**config.mk**
```make
export PLATFORM = sky130hd
export DESIGN_NAME = host_register_paging_burst
export DESIGN_NICKNAME = d
export VERILOG_FILES = /design/src/logic/host_regs_pkg.sv /design/src/logic/host_register_paging_burst.sv
export SDC_FILE = /design/constraint.sdc
export NUM_CORES = 1
export LEC_CHECK = 0
export BUFFER_PORTS_ARGS = -buffer_cell sky130_fd_sc_hd__buf_2
export CORE_UTILIZATION = 45
export DETAILED_ROUTE_END_ITERATION = 8
export PLACE_DENSITY = 0.9
export SYNTH_ARGS = -nofsm -noshare
export SYNTH_HDL_FRONTEND = slang
export SYNTH_SLANG_ARGS = --single-unit
```
**constraint.sdc**
```tcl
create_clock -name mclk -period 2.9 [get_ports mclk]
set_input_delay 0.29 -clock mclk [delete_from_list [all_inputs] [get_ports mclk]]
set_output_delay 0.29 -clock mclk [all_outputs]
set_load 0.005 [all_outputs]
```
**src/logic/host_regs_pkg.sv**
```systemverilog
// Shared constants and carrier types for the host register block.
// Assumes a 16-bit memory-mapped host bus with one-cycle write and read strobes.
package host_regs_pkg;
    localparam logic [7:0]  PAGED_UNLOCK_CODE     = 8'h71;
    localparam logic [16:0] OFS_PAGED_RAM_UNLOCK  = 17'h00030;
    localparam logic [16:0] OFS_PAGE_CHOOSE       = 17'h00070;
    localparam logic [16:0] OFS_SERIAL_FETCH      = 17'h00080;
    localparam logic [16:0] BASE_LARGE_WINDOW     = 17'h08000;
    localparam logic [16:0] BASE_SMALL_WINDOW     = 17'h00800;
    localparam logic [16:0] OFS_IDENTITY_WORD     = 17'h09400;
    localparam logic [16:0] OFS_WRITE_BURST       = 17'h09402;
    localparam logic [16:0] OFS_WRITE_BURST_LEAVE = 17'h09404;
    localparam logic [16:0] OFS_IDENTITY_INVERSE  = 17'h09422;
    localparam logic [16:0] OFS_READ_BURST        = 17'h09424;
    localparam logic [15:0] BURST_PARAMS_RESET    = 16'h0000;
    localparam logic [15:0] BURST_WRITABLE_MASK   = 16'h3F02;
    localparam int          SEQ_FLAG_BIT          = 7;
    localparam int          BURST_ENABLE_BIT      = 1;
    localparam logic [6:0]  BOOT_PAGE_ZERO        = 7'h00;

    typedef struct packed {
        logic        write_strobe;
        logic        read_strobe;
        logic [16:0] address;
        logic [15:0] write_data;
    } bus_request_type;

    typedef struct packed {
        logic       start;
        logic       sequential;
        logic [6:0] page;
    } page_load_type;
endpackage : host_regs_pkg

```
**src/logic/host_register_paging_burst.sv**
```systemverilog
// Host-visible register bank: paged boot RAM unlock and download, identity words, burst params.
// Assumes host strobes already synchronous to mclk; downloads are carried out by logic outside.
`timescale 1ns/1ps
module host_register_paging_burst
    import host_regs_pkg::*;
#(
    parameter logic [15:0] IDENTITY_VALUE = 16'h5A3C // Arbitrary value.
)
(
    input  wire logic        mclk,
    input  wire logic        reset,
    input  wire logic        small_window,
    input  wire logic        host_write,
    input  wire logic        host_read,
    input  wire logic [16:0] host_address,
    input  wire logic [15:0] host_write_data,
    input  wire logic        download_busy,
    input  wire logic [1:0]  write_pause,
    input  wire logic [1:0]  read_pause,
    output logic      [15:0] host_read_data,
    output logic             host_read_valid,
    output logic             page_load_start,
    output logic             page_load_sequential,
    output logic      [6:0]  page_load_number,
    output logic             serial_fetch_start,
    output logic             write_burst_active,
    output logic             read_burst_enabled,
    output logic             write_burst_enabled,
    output logic      [15:0] write_burst_fields,
    output logic      [15:0] read_burst_fields,
    output logic             download_ready
);
    bus_request_type request;
    assign request = '{host_write, host_read, host_address, host_write_data};

    // Request qualifiers are named once so that decode and checks read the same terms.
    wire       write_cycle    = request.write_strobe;
    wire       read_cycle     = request.read_strobe;
    wire [7:0] write_low_byte = request.write_data[7:0];

    // The communication registers are decoded against their large-window offsets. In the
    // small window they sit 8000H lower, so that distance is folded back in before the
    // compare. The paged RAM registers use the raw address and therefore never move.
    wire [16:0] comm_shift = small_window ? BASE_LARGE_WINDOW : 17'h00000;
    wire [16:0] comm_rel   = 17'(request.address + comm_shift);

    wire hit_unlock  = request.address == OFS_PAGED_RAM_UNLOCK;
    wire hit_choose  = request.address == OFS_PAGE_CHOOSE;
    wire hit_serial  = request.address == OFS_SERIAL_FETCH;
    wire hit_id      = comm_rel == OFS_IDENTITY_WORD;
    wire hit_id_inv  = comm_rel == OFS_IDENTITY_INVERSE;
    wire hit_wburst  = comm_rel == OFS_WRITE_BURST;
    wire hit_rburst  = comm_rel == OFS_READ_BURST;
    wire hit_wleave  = comm_rel == OFS_WRITE_BURST_LEAVE;

    // Only the one command code arms; every other code is reserved and arms nothing.
    wire unlock_code  = write_low_byte == PAGED_UNLOCK_CODE;
    wire unlock_write = write_cycle && hit_unlock && unlock_code;

    logic armed_reg;
    logic armed_next;
    // A read leaves the arming alone; any write consumes it and only 71H re-arms.
    assign armed_next = write_cycle ? unlock_write : armed_reg;

    wire choose_ok = write_cycle && hit_choose && armed_reg;
    wire serial_ok = write_cycle && hit_serial && armed_reg;

    // The sequential flag overrides the page field, so the page number is forced to zero.
    wire       seq_flag    = request.write_data[SEQ_FLAG_BIT];
    wire [6:0] chosen_page = seq_flag ? BOOT_PAGE_ZERO : request.write_data[6:0];

    logic [15:0] wburst_reg;
    logic [15:0] rburst_reg;
    // Both burst registers share one layout, so one masked value feeds either of them.
    wire  [15:0] burst_next  = (request.write_data & BURST_WRITABLE_MASK);
    wire         wburst_load = write_cycle && hit_wburst;
    wire         rburst_load = write_cycle && hit_rburst;
    wire         wleave_load = write_cycle && hit_wleave;
    wire  [15:0] pause_w     = {10'h000, write_pause, 4'h0};
    wire  [15:0] pause_r     = {10'h000, read_pause, 4'h0};

    // Unmapped addresses and reserved bits read 0; no reserved-one bits exist here.
    logic [15:0] read_mux;
    assign read_mux = hit_id     ? IDENTITY_VALUE :
                      hit_id_inv ? ~IDENTITY_VALUE :
                      hit_wburst ? (wburst_reg | pause_w) :
                      hit_rburst ? (rburst_reg | pause_r) :
                      16'h0000;

    // The engine raises its busy flag one cycle after a start pulse, so the pulse itself
    // and the cycle behind it must also hold ready low, or the host would see a false ready.
    wire start_pending = choose_ok || serial_ok || page_load_start || serial_fetch_start;
    wire ready_next    = !download_busy && !start_pending;

    always_ff @(posedge mclk)
    begin
        if (reset)
            armed_reg <= 1'b0;
        else
            armed_reg <= armed_next;
    end

    always_ff @(posedge mclk)
    begin
        if (reset)
            wburst_reg <= BURST_PARAMS_RESET;
        else if (wburst_load)
            wburst_reg <= burst_next;
    end

    always_ff @(posedge mclk)
    begin
        if (reset)
            rburst_reg <= BURST_PARAMS_RESET;
        else if (rburst_load)
            rburst_reg <= burst_next;
    end

    // A leave write wins over a simultaneous enable being set.
    always_ff @(posedge mclk)
    begin
        if (reset)
            write_burst_active <= 1'b0;
        else if (wleave_load)
            write_burst_active <= 1'b0;
        else if (wburst_load)
            write_burst_active <= request.write_data[BURST_ENABLE_BIT];
    end

    always_ff @(posedge mclk)
    begin
        if (reset)
            page_load_start <= 1'b0;
        else
            page_load_start <= choose_ok;
    end

    always_ff @(posedge mclk)
    begin
        if (reset)
        begin
            page_load_sequential <= 1'b0;
            page_load_number <= BOOT_PAGE_ZERO;
        end
        else if (choose_ok)
        begin
            page_load_sequential <= seq_flag;
            page_load_number <= chosen_page;
        end
    end

    always_ff @(posedge mclk)
    begin
        if (reset)
            serial_fetch_start <= 1'b0;
        else
            serial_fetch_start <= serial_ok;
    end

    always_ff @(posedge mclk)
    begin
        if (reset)
        begin
            host_read_data <= 16'h0000;
            host_read_valid <= 1'b0;
        end
        else
        begin
            host_read_valid <= read_cycle;
            host_read_data <= read_cycle ? read_mux : 16'h0000;
        end
    end

    always_ff @(posedge mclk)
    begin
        if (reset)
            download_ready <= 1'b0;
        else
            download_ready <= ready_next;
    end

    assign write_burst_enabled = wburst_reg[BURST_ENABLE_BIT];
    assign read_burst_enabled  = rburst_reg[BURST_ENABLE_BIT];
    assign write_burst_fields  = wburst_reg;
    assign read_burst_fields   = rburst_reg;
endmodule : host_register_paging_burst

```
* Word level (Yosys, flattened, before mapping) *
Cells that the tools add are included.
W data, S select, Z words.

storage, ports and cells
  memories = 0
  latch bits = 0
  word-level logic and storage cells = 49
  ROM bits = 0
  bits in writable memories = 0
  flip-flop bits (word level) = 44

cells by class
  bitwise gates (word level) = 3
  muxes and demuxes = 6
  reductions and logical operators = 18
  multipliers = 0
  div/mod/pow operators = 0
  equality and inequality tests = 9
  order comparisons = 0
  shifts and indexed selects = 0
  $add $sub $neg = 1

operators by type and width
  operator                number
  $eq A17 B16 Y1 const B  5
  $mux W16                2
  $mux W14                2
  $or A14 B6 Y14          2
  $add A17 B16 Y17        1
  $eq A17 B6 Y1 const B   1
  $eq A17 B7 Y1 const B   1
  $eq A17 B8 Y1 const B   1
  $mux W15                1
  $logic_and A1 B1 Y1     10
  $eq A8 B7 Y1 const B    1
  $mux W7                 1
  $reduce_or A2 Y1        2
  $logic_or A1 B1 Y1      3
  $reduce_or A3 Y1        1
  $logic_not A1 Y1        2
  $not A1 Y1              1

* Logic depth before layout (Yosys ltp) *
  depth after elaboration = 8
  mapped depth = 7
  mapped depth without buffers = 5

* Worst setup path before layout *
No wires, ideal clock.

  kind = input -> register
  start point = input host_address[9]
  end point = register host_read_data[11]
  setup slack = 0.927 ns
  stages on the path = 4
  setup time = 0.075 ns
  arrival time = 1.899 ns
  path buffers = 0
  cell sequence = or4_4 or4b_4 or4_4 o21ai_0

on the way
  word-level cells in the longest chain between the ends = 6
  elaborated cells between the ends (all ways) = 9
  those cells by class = add/sub (1); eq/ne (4); mux (4)

ends and longest elaborated chain
  element               RTL line                           text
  from (decl)           host_register_paging_burst.sv:15   input wire logic [16:0] host_address,
  $add A17 B16 Y17 *    host_register_paging_burst.sv:45   wire [16:0] comm_rel = 17'(request.address + comm_shift);
  $eq A17 B16 Y1        host_register_paging_burst.sv:53   wire hit_rburst = comm_rel == OFS_READ_BURST;
  $mux W14              host_register_paging_burst.sv:87   hit_rburst ? (rburst_reg | pause_r) :
  $mux W14              host_register_paging_burst.sv:86   hit_wburst ? (wburst_reg | pause_w) :
  $mux W16              host_register_paging_burst.sv:85   hit_id_inv ? ~IDENTITY_VALUE :
  $mux W15 *            host_register_paging_burst.sv:84   assign read_mux = hit_id ? IDENTITY_VALUE :
  to (signal assigned)  host_register_paging_burst.sv:170  host_read_data <= read_cycle ? read_mux : 16'h0000;
  to (decl)             host_register_paging_burst.sv:20   output logic [15:0] host_read_data,

Mark *: on every way between the ends. The rest lies on a longest branch, timed or not.
A chain may end at the register's enable or synchronous reset.

* Worst setup path in the final report *
  start point = input host_address[9]
  end point = register page_load_number[2]

on the way
  word-level cells in the longest chain between the ends = 3

ends and longest elaborated chain
  element                            RTL line                           text
  $eq A17 B7 Y1                      host_register_paging_burst.sv:48   wire hit_choose = request.address == OFS_PAGE_CHOOSE;
  $logic_and A1 B1 Y1 (2 in series)  host_register_paging_burst.sv:65   wire choose_ok = write_cycle && hit_choose && armed_reg;
  to (signal assigned)               host_register_paging_burst.sv:148  page_load_number <= chosen_page;
  to (decl)                          host_register_paging_burst.sv:24   output logic [6:0] page_load_number,

Every way passes these cells.

==> summary.txt <==
Outcome
  • Outcome: completed

Synth
  • #FFs+latches synth: 39
  • Top_reg_cell synth: dfxtp_1
  • Ys Warns: 0
  • Ys async rst share: 0
  • Post-synth top area cell: dfxtp_1
  • Cell variety after synth: 34
  • Syn avg cell area: 8.20 um^2
  • Sequential share of the synthesized area: 0.384
  • Top cell type's share of synthesized area: 0.384
  • Mapped cell area: 0.00203 mm^2
  • Most frequent cell after synthesis: dfxtp_1
  • Post-Syn Instances: 248
  • Top cells by count, synth: dfxtp_1 (39), a21oi_1 (28), buf_4 (25), o21ai_0 (23), nand4_1 (20)
  • Top cells by area, synth: dfxtp_1 (38%), buf_4 (9.2%), a21oi_1 (6.9%)
  • EDFF count, synth: 0

Timing
  • Fin. max-slew vios: 0
  • Final setup TNS: 0 ns
  • RSZ-0062 raised after global routing: no
  • Hold Violations, Final: 0
  • Worst setup margin: between 0.9 and 1 ns
  • Fin crit share: 0.676
  • Worst-Margin Slew: 0.631 ns
  • Post-route minimum period: 1.96 ns
  • Rel. slew slack: 0.580
  • Achievable Freq: between 500 and 600 MHz
  • Worst Skew: between 0.004 and 0.005 ns
  • Setup violations, final: 0

Detailed routing
  • DRT iter0 DRCs: 315
  • 1st-pass router iterations: 4
  • Drt total wl: ~5.8 mm
  • Residual DRC: 0
  • Routed Antenna Nets: 0
  • WL/cell: 15.7 um
  • Drt via density: 5.84
  • Vias: ~2,200

Job
  • Max Cap Violations: 0

Floorplanning
  • Die W: 69.2 um
  • DIE AREA: 0.00479 mm^2
  • Initial Util: 0.467
  • # rows: 24
  • Boundary Pins: 106
  • DIE HEIGHT: 69.2 um
  • Core Region: 0.00435 mm^2

Critical path
  • Top delay family on crit path: simple AND/OR/NAND/NOR gates
  • Setup crit end kind: flip-flop
  • Critical path launch point type: input pin
  • Buf/Inv on CP: 1
  • Path type of the worst setup path: input pin to flip-flop
  • Crit path cell chain: buf_2 > or4_4 > nand4bb_1 > or4_1 > a21oi_1
  • Instance count on the critical path: 5
  • CP required: 3.12 ns
  • Crit path DAT: 2.18 ns
  • CP max stage cell: or4_4
  • FF-to-FF path depth: 3
  • Crit-path max cell delay: roughly 0.55 ns
  • Worst-path maximum fanout: 14

Power and ir drop
  • Peak VDD IR: 0.225 mV
  • Pwr per Cell Area: 448 mW/mm^2
  • Pleak: ~1.1 nW

Place
  • Pre-CTS setup slack: 0.664 ns
  • Post-DP HPWL: between 4 and 5 mm
  • Port Buffers: 85
  • Placer Congestion: 0.857

Finish
  • Final nets: 361
  • Top reg by flops: host_read_data
  • Max reg flops: 11
  • Area grow syn2layout: 21.3%
  • Layout cells sized above 1: 0.308
  • ANT cells: 0

Global routing
  • Vias in the first global route: roughly 2,100
  • First-pass GRT wire length: just under 10 mm
  • Initial antenna violation count: 0
  • Gr ovfl total: 0
  • Largest net degree at the start of global routing: 30
  • GRT Total Usage: 0.250

Clocking
  • Clock root buffer: clkbuf_8
  • Clock Pin Slew Worst Setup and Hold Paths: 0.08 ns
  • Hold_buf cts: 0
  • Clock tree buffer depth: 2
  • CTS tree: done
  • Num CTS Buffers: 5
  • # clock sinks: 39
  • Postcts setup bufs: 0
  • Worst skew pair latency: 0.29 ns
  • H-tree depth: 2
  • Post-CTS resize count: 0

Min path
  • Hold Path Stages: 3
  • Hold Path Class: input pin to flip-flop
[worst paths after layout]
| path | from | to | slack, ns |
|---|---|---|---|
| hold reg to reg | armed_reg$_SDFFE_PP0P_ | armed_reg$_SDFFE_PP0P_ | 0.48 |
| setup / recovery | host_address[9] | page_load_number[2]$_SDFFE_PP0P_ | 0.94 |
| hold / removal | download_busy | download_ready$_SDFF_PP0_ | 0.23 |
| setup reg to reg | armed_reg$_SDFFE_PP0P_ | page_load_number[2]$_SDFFE_PP0P_ | 1.33 |
[worst reg2reg max path, stage by stage, from the launching register on]
cell	delay, ns
dfxtp_1	0.36
nand4bb_1	0.42
or4_1	0.56
a21oi_1	0.16
[metrics by stage]
step | std cells | util | instance area (um^2) | total power [mW] | hold slack, ns
final | 370 | 0.566 | 2470 | 1.10 | 0.230
after CTS | 370 | 0.566 | 2470 | 1.11 | 0.229
after detailed placement | 362 | 0.539 | 2350 | 0.638 | 0.465
after global routing | 370 | 0.566 | 2470 | 1.14 | 0.261
after global placement | 362 | 0.539 | 2350 | 0.635 | 0.455
after floorplan | 265 | - | 2100 | 0.608 | 0.408
[cell usage in the layout (no fill, tap or decap), types with 3 or more instances in the layout]
cell type	instances
buf_2	85
nand4_1	20
nand2_1	8
or4_1	8
nor3_1	10
nor2b_1	9
and4_1	3
conb_1	18
o31ai_1	7
dfxtp_1	39
clkbuf_8	6
nor2_1	5
o211ai_1	4
o21ai_0	23
a21oi_1	28
inv_1	8
nor4_1	3
a32oi_1	5
nand3_1	7
[per-layer routing]
| metal | share of wire | global-route usage | up-vias |
|---|---|---|---|
| met1 | 0.42 | 0.320 | 1005 |
| met2 | 0.49 | 0.414 | 127 |
| met3 | 0.079 | 0.0465 | 10 |
| met4 | 0.014 | 0.0975 | 0 |
| li1 | - | - | 1018 |
| met5 | 0 | 0 | - |
[kinds of logic after synthesis]
group	count (synthesis)	share of synthesized area
AO/OA/AOI/OAI	69	0.195
XOR/XNOR	1	0.00431
adder cells (fa/ha/maj)	1	0.00615
buffers and inverters	51	0.142
flip-flops	39	0.384
other	1	0.00184
AND/OR/NAND/NOR	86	0.267
[power breakdown]
| part | switching (mW) | internal, mW |
|---|---|---|
| sequential | 0.000277 | 0.536 |
| clock | 0.198 | 0.279 |
| combinational | 0.0586 | 0.0326 |
| total | 0.257 | 0.847 |
[area by class of cell]
cell class	instances	area [um^2]
fill	423	1890
multi-input combinational	175	1030
sequential	39	781
timing repair buffer	87	440
clock buffer	6	82.6
tap	52	65.1
clock inverter	2	35.0
inverter	9	33.8
(Power assumes the default switching activity.)
